File: src/HANDOVER_END_UNUSED.sv
`default_nettype none
`default_nettype wire

File: src/wfs_pkg.sv
/*
 * wfs_pkg: constants and carrier types for the warning, temperature and
 * field-strength status registers.
 * assumes: included first; every user imports the whole package.
 */
`default_nettype none
package wfs_pkg;

    ////////////////////////////////////////////////////////////////////////////
    // register byte addresses, first byte of each 16-bit word
    localparam logic [7:0]  ADDR_WARNING_FLAGS        = 8'h26;
    localparam logic [7:0]  ADDR_JUNCTION_TEMPERATURE = 8'h28;
    localparam logic [7:0]  ADDR_FIELD_STRENGTH       = 8'h2a;

    // register identifiers in bits 15:12
    localparam int          ID_LSB          = 12;
    localparam logic [3:0]  ID_WARNING      = 4'hb;
    localparam logic [3:0]  ID_TEMPERATURE  = 4'hf;
    localparam logic [3:0]  ID_FIELD        = 4'he;

    // warning flag positions
    localparam int          FLAG_W                 = 12;
    localparam int          BIT_INTERFACE_ERROR    = 11;
    localparam int          BIT_CRC_ERROR          = 10;
    localparam int          BIT_SLEW_LIMIT         = 8;
    localparam int          BIT_EXTENDED_EXECUTE   = 7;
    localparam int          BIT_TEMPERATURE_RANGE  = 6;
    localparam int          BIT_EEPROM_SOFT        = 5;
    localparam int          BIT_SATURATION         = 4;
    localparam int          BIT_TURNS_JUMP         = 3;
    localparam int          BIT_EXTENDED_OVERFLOW  = 2;
    localparam int          BIT_FIELD_HIGH         = 1;
    localparam int          BIT_TURNS_OVERFLOW     = 0;
    // bit 9 is unused and reads zero
    localparam logic [11:0] FLAG_IMPLEMENTED       = 12'hdff;

    // reset values
    localparam logic [11:0] RST_FLAGS       = 12'h000;
    localparam logic [11:0] RST_TEMPERATURE = 12'h000;
    localparam logic [11:0] RST_FIELD       = 12'h000;
    localparam logic [15:0] RST_RD_DATA     = 16'h0000;

    // temperature, eighth-degree steps relative to 25 C
    localparam int          TEMP_STEPS_PER_DEG = 8;
    localparam int          TEMP_OFFSET_DEG    = 25;
    localparam int          TEMP_MIN_DEG       = -60;
    localparam int          TEMP_MAX_DEG       = 180;
    localparam logic signed [15:0] TEMP_MIN_CODE =
        16'((TEMP_MIN_DEG - TEMP_OFFSET_DEG) * TEMP_STEPS_PER_DEG);
    localparam logic signed [15:0] TEMP_MAX_CODE =
        16'((TEMP_MAX_DEG - TEMP_OFFSET_DEG) * TEMP_STEPS_PER_DEG);

    // turns jump limit in 12-bit angle codes (full turn is 4096)
    localparam int          ANGLE_FULL_TURN  = 4096;
    localparam int          TURNS_JUMP_DEG   = 135;
    localparam logic [11:0] TURNS_JUMP_CODE  = 12'(TURNS_JUMP_DEG * ANGLE_FULL_TURN / 360);

    // field refresh period
    localparam int          CLK_MHZ          = 250;
    localparam int          FIELD_PERIOD_US  = 128;
    localparam int          FIELD_PERIOD_CYC = FIELD_PERIOD_US * CLK_MHZ;
    localparam int          FIELD_CNT_W      = 16;
    localparam logic [11:0] FIELD_HIGH_DEFAULT = 12'h4b0;

    localparam int          SAT_SOURCES      = 4;

    ////////////////////////////////////////////////////////////////////////////
    // event inputs from the surrounding device logic
    typedef struct packed {
        logic                   pkt_done;
        logic                   pkt_bit_count_bad;
        logic                   pkt_mosi_bit15;
        logic                   manchester_error;
        logic                   pkt_crc_bad;
        logic                   slew_limit_active;
        logic                   ext_cmd_done;
        logic                   ext_unlocked;
        logic                   ext_eeprom_fail;
        logic                   ext_start;
        logic                   ext_busy;
        logic                   eeprom_loading;
        logic                   eeprom_corrected;
        logic [SAT_SOURCES-1:0] saturation;
        logic                   turns_update;
        logic [11:0]            turns_angle;
        logic                   turns_overflow;
        logic                   temp_valid;
        logic signed [15:0]     temp_calc;
        logic [11:0]            field_gauss;
    } wfs_events_t;

    // stored configuration
    typedef struct packed {
        logic                   crc_check_enable;
        logic                   slew_limit_enable;
        logic [11:0]            field_high_threshold;
        logic [11:0]            warning_mask;
    } wfs_config_t;

    // complete state of the register bank
    typedef struct packed {
        logic [11:0]            flags;
        logic [11:0]            temperature;
        logic [11:0]            field;
        logic [FIELD_CNT_W-1:0] field_cnt;
        logic [11:0]            last_angle;
        logic                   angle_seen;
        logic [15:0]            rd_data;
        logic                   rd_valid;
        logic                   summary;
        logic                   pkt_accept;
    } wfs_state_t;

endpackage
`default_nettype wire

File: src/wfs_status_regs.sv
/*
 * wfs_status_regs: latched warning flags, junction temperature and field
 * strength, read by the serial front end through a byte-address read port.
 * assumes: all inputs come from logic on core_clk_i; the serial front end
 * decodes frames and pulses clear and turns-reset requests.
 */
//Function
// every warning flag except turns overflow (bit 0) latches high until the host reads and clears it
// bits 15:12 carry ids 1011, 1111, 1110 for the three registers
// bad bit count or MOSI bit 15 sets bit 11 and drops packet; Manchester error sets bit 11 only
// with CRC checking enabled a bad CRC drops packet and sets bit 10
// slew limiting enabled and active sets bit 8
// extended command failing, locked or EEPROM write fail, sets bit 7
// temperature beyond -60..180 C sets bit 6 and clamps to the limit
// corrected single-bit EEPROM error during load sets bit 5
// any internal saturation source sets bit 4
// over 135 degrees change between turns updates sets bit 3
// extended access started while previous busy sets bit 2
// field above configured high threshold sets bit 1
// turns overflow sets bit 0; only turns-count reset clears it
// temperature is signed eighth-degrees relative to 25 C in bits 11:0
// field register holds gauss in bits 11:0, refreshed every 128 us
// summary warning bit is high when any unmasked warning flag is set
// host clear drops all flags but turns overflow; live conditions stay set
`timescale 1ns/100ps
`default_nettype none
module wfs_status_regs
    import wfs_pkg::*;
#(
    parameter int FIELD_PERIOD = wfs_pkg::FIELD_PERIOD_CYC
) (
    input  wire logic                 core_clk_i,
    input  wire logic                 sys_rst_i,
    input  wire logic                 ce_i,
    input  wire wfs_pkg::wfs_events_t events_i,
    input  wire wfs_pkg::wfs_config_t config_i,
    input  wire logic                 rd_en_i,
    input  wire logic [7:0]           rd_addr_i,
    input  wire logic                 clear_i,
    input  wire logic                 turns_reset_i,
    output logic [15:0]               rd_data_o,
    output logic                      rd_valid_o,
    output logic                      pkt_accept_o,
    output logic                      summary_warning_bit_o
);
    import wfs_pkg::*;

    ////////////////////////////////////////////////////////////////////////////
    // helpers

    // shortest circular distance between two 12-bit angles
    function automatic logic [11:0] angle_dist(input logic [11:0] a, input logic [11:0] b);
        logic [11:0] d;
        d = a - b;
        angle_dist = d[11] ? 12'(~d + 12'h001) : d;
    endfunction

    // word register decode, tolerant of either byte of the pair
    function automatic logic addr_hit(input logic [7:0] addr, input logic [7:0] base);
        addr_hit = (addr[7:1] == base[7:1]);
    endfunction

    localparam logic [FIELD_CNT_W-1:0] FIELD_LAST = FIELD_CNT_W'(FIELD_PERIOD - 1);

    wfs_state_t  st;
    wfs_state_t  next_st;
    logic [11:0] set_vec;
    logic [11:0] clr_vec;
    logic        iface_err;
    logic        crc_err;
    logic        temp_low;
    logic        temp_high;
    logic [11:0] flags_now;

    ////////////////////////////////////////////////////////////////////////////
    // event detection

    always_comb begin
        set_vec   = 12'h000;
        iface_err = events_i.pkt_done & (events_i.pkt_bit_count_bad | events_i.pkt_mosi_bit15);
        crc_err   = events_i.pkt_done & config_i.crc_check_enable & events_i.pkt_crc_bad;
        temp_low  = events_i.temp_valid & (events_i.temp_calc < TEMP_MIN_CODE);
        temp_high = events_i.temp_valid & (events_i.temp_calc > TEMP_MAX_CODE);

        set_vec[BIT_INTERFACE_ERROR]   = iface_err | events_i.manchester_error;
        set_vec[BIT_CRC_ERROR]         = crc_err;
        set_vec[BIT_SLEW_LIMIT]        = config_i.slew_limit_enable & events_i.slew_limit_active;
        set_vec[BIT_EXTENDED_EXECUTE]  = events_i.ext_cmd_done &
                                         (~events_i.ext_unlocked | events_i.ext_eeprom_fail);
        set_vec[BIT_TEMPERATURE_RANGE] = temp_low | temp_high;
        set_vec[BIT_EEPROM_SOFT]       = events_i.eeprom_loading & events_i.eeprom_corrected;
        set_vec[BIT_SATURATION]        = |events_i.saturation;
        set_vec[BIT_TURNS_JUMP]        = events_i.turns_update & st.angle_seen &
                                         (angle_dist(events_i.turns_angle, st.last_angle) > TURNS_JUMP_CODE);
        set_vec[BIT_EXTENDED_OVERFLOW] = events_i.ext_start & events_i.ext_busy;
        set_vec[BIT_FIELD_HIGH]        = st.field > config_i.field_high_threshold;
        set_vec[BIT_TURNS_OVERFLOW]    = events_i.turns_overflow;
        set_vec                        = set_vec & FLAG_IMPLEMENTED;
    end

    // clear masks: host clear spares turns overflow, which only turns reset drops
    always_comb begin
        clr_vec = 12'h000;
        if (clear_i) begin
            clr_vec = FLAG_IMPLEMENTED;
            clr_vec[BIT_TURNS_OVERFLOW] = 1'b0;
        end
        if (turns_reset_i) begin
            clr_vec[BIT_TURNS_OVERFLOW] = 1'b1;
        end
    end

    ////////////////////////////////////////////////////////////////////////////
    // next state

    always_comb begin
        next_st = st;

        // set beats clear, so a live condition is never lost across a clear
        flags_now     = (st.flags & ~clr_vec) | set_vec;
        next_st.flags = flags_now;

        // unmasked flags roll up into the summary bit
        next_st.summary = |(flags_now & ~config_i.warning_mask);

        // a packet is forwarded only if neither the framing nor the CRC check failed
        next_st.pkt_accept = events_i.pkt_done & ~iface_err & ~crc_err;                      // see R3

        // temperature clamps to the violated limit
        if (events_i.temp_valid) begin
            if (temp_low) begin
                next_st.temperature = TEMP_MIN_CODE[11:0];
            end else if (temp_high) begin
                next_st.temperature = TEMP_MAX_CODE[11:0];
            end else begin
                next_st.temperature = events_i.temp_calc[11:0];
            end
        end

        // field sampled on a fixed period; reads between samples see the old value
        if (st.field_cnt == FIELD_LAST) begin
            next_st.field_cnt = '0;
            next_st.field     = events_i.field_gauss;
        end else begin
            next_st.field_cnt = st.field_cnt + 1'b1;
        end

        // angle reference for the jump check; first update only seeds it
        if (events_i.turns_update) begin
            next_st.last_angle = events_i.turns_angle;
            next_st.angle_seen = 1'b1;
        end
        if (turns_reset_i) begin
            next_st.angle_seen = 1'b0;
        end

        // read port, one-cycle answer; unmapped addresses read zero
        next_st.rd_valid = rd_en_i;
        if (rd_en_i) begin
            if (addr_hit(rd_addr_i, ADDR_WARNING_FLAGS)) begin
                next_st.rd_data = {ID_WARNING, st.flags & FLAG_IMPLEMENTED};
            end else if (addr_hit(rd_addr_i, ADDR_JUNCTION_TEMPERATURE)) begin
                next_st.rd_data = {ID_TEMPERATURE, st.temperature};                          // see R2
            end else if (addr_hit(rd_addr_i, ADDR_FIELD_STRENGTH)) begin
                next_st.rd_data = {ID_FIELD, st.field};                                      // see R2
            end else begin
                next_st.rd_data = RST_RD_DATA;
            end
        end
    end

    ////////////////////////////////////////////////////////////////////////////
    // state register

    always_ff @(posedge core_clk_i) begin
        if (sys_rst_i) begin
            st.flags       <= RST_FLAGS;
            st.temperature <= RST_TEMPERATURE;
            st.field       <= RST_FIELD;
            st.field_cnt   <= '0;
            st.last_angle  <= 12'h000;
            st.angle_seen  <= 1'b0;
            st.rd_data     <= RST_RD_DATA;
            st.rd_valid    <= 1'b0;
            st.summary     <= 1'b0;
            st.pkt_accept  <= 1'b0;
        end else if (ce_i) begin
            st <= next_st;
        end
    end

    ////////////////////////////////////////////////////////////////////////////
    // outputs, all straight from the state register

    assign rd_data_o             = st.rd_data;
    assign rd_valid_o            = st.rd_valid;
    assign pkt_accept_o          = st.pkt_accept;
    assign summary_warning_bit_o = st.summary;

endmodule
`default_nettype wire

File: config.mk
export PLATFORM = sky130hd
export DESIGN_NAME = wfs_status_regs
export DESIGN_NICKNAME = d
export VERILOG_FILES = /design/src/HANDOVER_END_UNUSED.sv /design/src/wfs_pkg.sv /design/src/wfs_status_regs.sv
export SDC_FILE = /design/constraint.sdc
export NUM_CORES = 1
export LEC_CHECK = 0
export BUFFER_PORTS_ARGS = -buffer_cell sky130_fd_sc_hd__buf_4
export CAP_MARGIN = 20
export CORE_ASPECT_RATIO = 0.5
export CORE_MARGIN = 2
export CORE_UTILIZATION = 54
export DETAILED_ROUTE_END_ITERATION = 10
export GPL_ROUTABILITY_DRIVEN = 0
export MAX_ROUTING_LAYER = met4
export PLACE_DENSITY = 0.85
export SKIP_CTS_REPAIR_TIMING = 1
export SYNTH_ARGS = -nofsm -noshare
export SYNTH_HDL_FRONTEND = slang
export SYNTH_SLANG_ARGS = --single-unit
File: constraint.sdc
create_clock -name core_clk_i -period 3.9 [get_ports core_clk_i]
set_input_delay 0.195 -clock core_clk_i [delete_from_list [all_inputs] [get_ports core_clk_i]]
set_output_delay 0.195 -clock core_clk_i [all_outputs]
set_load 0.01 [all_outputs]
==> metrics.log <==
INFO  metric start_util = a little under three fifths
INFO  metric tns = 0 ns
INFO  metric most-common-layout-cells = buf_4 (118), nor2_1 (99), dfxtp_1 (82), nand2_1 (65), a21oi_1 (39)
INFO  metric antenna_left = 0
INFO  metric synth_warnings = 0
INFO  metric grt_antenna_before_repair = 0
INFO  metric period_minus_slack = 3.30 ns
INFO  metric total_standard_cell_area_after_synthesis = ~5000 um^2
INFO  metric syn2layout_area_growth = 21.9%
INFO  metric cp-end-kind = flip-flop
INFO  metric outcome = finished, final reports clean
INFO  metric maxSlewHeadroom = 46.1%
INFO  metric postRouteWirelength = 12.6 mm
INFO  metric final.setup.worst_slack = 0.604 ns
INFO  metric cts.root.buffer_cell = clkbuf_16
INFO  metric report.final.setup_viol = 0
INFO  metric worst_hold_slack = 0.0511 ns
INFO  metric cts.clk_slew.worst_paths = about 0.060 ns
INFO  metric yosys_register_bits = between 80 and 90
INFO  metric htree_levels = 3
INFO  metric grt_first_pass_wirelength = 20.9 mm
INFO  metric synth_cell_type_count = 75
INFO  metric critPathRequiredTime = 4.14 ns
INFO  metric min_path_type = input pin to flip-flop
INFO  metric die_area = 10000 um^2
INFO  metric irDropWorstVdd = about 240 uV
INFO  metric antennaDiodeCount = 0
INFO  metric avgViaCountPerCell = 5.75
INFO  metric drive_above_1_share = 22.9%
INFO  metric synthCells = approximately 620
INFO  metric via_count = 4729
INFO  metric first_global_vias = ~4500
INFO  metric async_reset_ff_share = 0%
INFO  metric max_slew.worst_pin.slew = 0.803 ns
INFO  metric cts_max_path_buffers = 2
INFO  metric floorplan.die.width = 140 um
INFO  metric post-route-drc-count = 0
INFO  metric timing_max_transition_violations_final = 0
INFO  metric final-hold-violation-count = 0
INFO  metric synth_seq_area_share = 33.0%
INFO  metric ioPinCount = 119
INFO  metric dr.first_iter.drc_count = 219
INFO  metric wl_per_cell = 15.3 um
INFO  metric grt_start_max_net_pins = 74
INFO  metric power.static_leakage = 2.56 nW
INFO  metric clkLatencyLatePin = 0.34 ns
INFO  metric max_cap_violations = 0
INFO  metric synth_ff_type = dfxtp_1
INFO  metric preCtsSetupSlack = 0.630 ns
INFO  metric gr-usage-all-layers = between 20% and 30%
INFO  metric die_height = slightly above 70 um
INFO  metric rsz_0062_raised_after_global_routing = false
INFO  metric cts_tree = done
INFO  metric final_common_cell = buf_4
INFO  metric placementRows = 24
INFO  metric skew = approximately 0.0053 ns
INFO  metric timing.setup.critical_path_class = flip-flop to flip-flop
INFO  metric synthesis.area_per_instance = 8.06 um^2
INFO  metric critical_path_peak_fanout = 5
INFO  metric nets = 827
INFO  metric gr-total-overflow = 0
INFO  metric power_per_cell_area = 363 nW/um^2
INFO  metric numCtsBuffers = 9
INFO  metric cts_sinks = approximately 80
INFO  metric count_of_flip_flops_with_a_built_in_enable_after_synthesis = 0
INFO  metric port_buffers = roughly 120
INFO  metric placeableCoreArea = 8830 um^2
INFO  metric cp.arrival = 3.53 ns
INFO  metric max_freq = 303 MHz
INFO  metric drt_first_pass_iters = 5
INFO  metric postSynthNetCount = 743
INFO  metric detailedPlacementHpwl = 9.33 mm
INFO  metric type_of_element_launching_the_critical_path = flip-flop
INFO  metric period_share = between 80% and 90%
[cells in the mapped netlist (13+ instances only)]
library cell	n	area share [%]
ha_1	25	6.3
nor4_1	14	1.8
inv_1	30	2.3
xor2_1	13	2.3
nor3_1	17	1.7
nor2_1	99	7.5
nand2_1	65	4.9
buf_4	16	2.4
a21oi_1	39	3.9
mux2i_1	15	3.0
dfxtp_1	82	33
clkbuf_1	19	1.4
[registers in the layout, indices dropped and copies added, names as in the netlist]
signal and flops:
pkt_accept_o 1, rd_data_o 15, rd_valid_o 1, st 64, summary_warning_bit_o 1
[layout make-up]
type | instances | area [um^2]
multi-input combinational | 459 | 2960
inverter | 31 | 116
tap | 117 | 146
fill | 758 | 2760
sequential | 82 | 1640
clock inverter | 6 | 71.3
clock buffer | 10 | 239
timing repair buffer | 118 | 886
[metrics by stage]
step / power, W / instance area [um^2] / instances / util, %
final: 0.00220 / 6060 / 823 / 68.7
after CTS: 0.00221 / 6060 / 823 / 68.7
after floorplan: 0.00119 / 4970 / 617 / -
after global placement: 0.00132 / 5750 / 807 / 65.2
after detailed placement: 0.00133 / 5750 / 807 / 65.2
after global routing: 0.00229 / 6060 / 823 / 68.7
[worst max-delay path, cell delays in order (launching register included)]
cell and delay, ns:
dfxtp_1 0.34, ha_1 0.18, inv_1 0.07, fa_1 0.49, a211oi_2 0.32, o21ai_1 0.14
a221oi_2 0.31, xnor2_1 0.22, nand3_2 0.14, or4_4 0.50, nor4_2 0.15, a211oi_1 0.11
o41ai_2 0.22
[layer usage]
layer / global-route usage (%) / part of all wire [%] / routed length [um]
met2: 44.2 / 48 / 6000
met3: 5.41 / 5.4 / 676
met5: - / 0 / 0
met4: 9.89 / 2.1 / 269
met1: 32.7 / 45 / 5600
[path summary, 6_finish.rpt]
check	from	slack, ns	endpoint	depth (start not counted)
worst max-delay path	st[20]	0.60	st[75]	12
worst min-delay path	turns_reset_i	0.05	st[19]	2
worst max register to register	st[20]	0.60	st[75]	12
worst min register to register	st[30]	0.45	st[30]	2
[where the power goes]
| part | leakage (nW) | total [W] | internal (W) | switching, W |
|---|---|---|---|---|
| clock network | 0.146 | 0.000881 | 0.000520 | 0.000361 |
| registers | 0.669 | 0.000887 | 0.000868 | 0.0000196 |
| logic | 1.74 | 0.000433 | 0.000198 | 0.000235 |
[cell families (layout without fill, tap and decap cells)]
group           count (synthesis)  in the layout  synth area share, %
compound gates                135            135                 20.4
xor+xnor                       22             22                 4.40
mux                            15             15                 3.02
buf+inv                        76            165                 7.40
flops                          82             82                 33.0
simple gates                  261            261                 25.1
fa+ha+maj                      26             26                 6.69
Note: power is estimated with default switching activity, not from simulation.
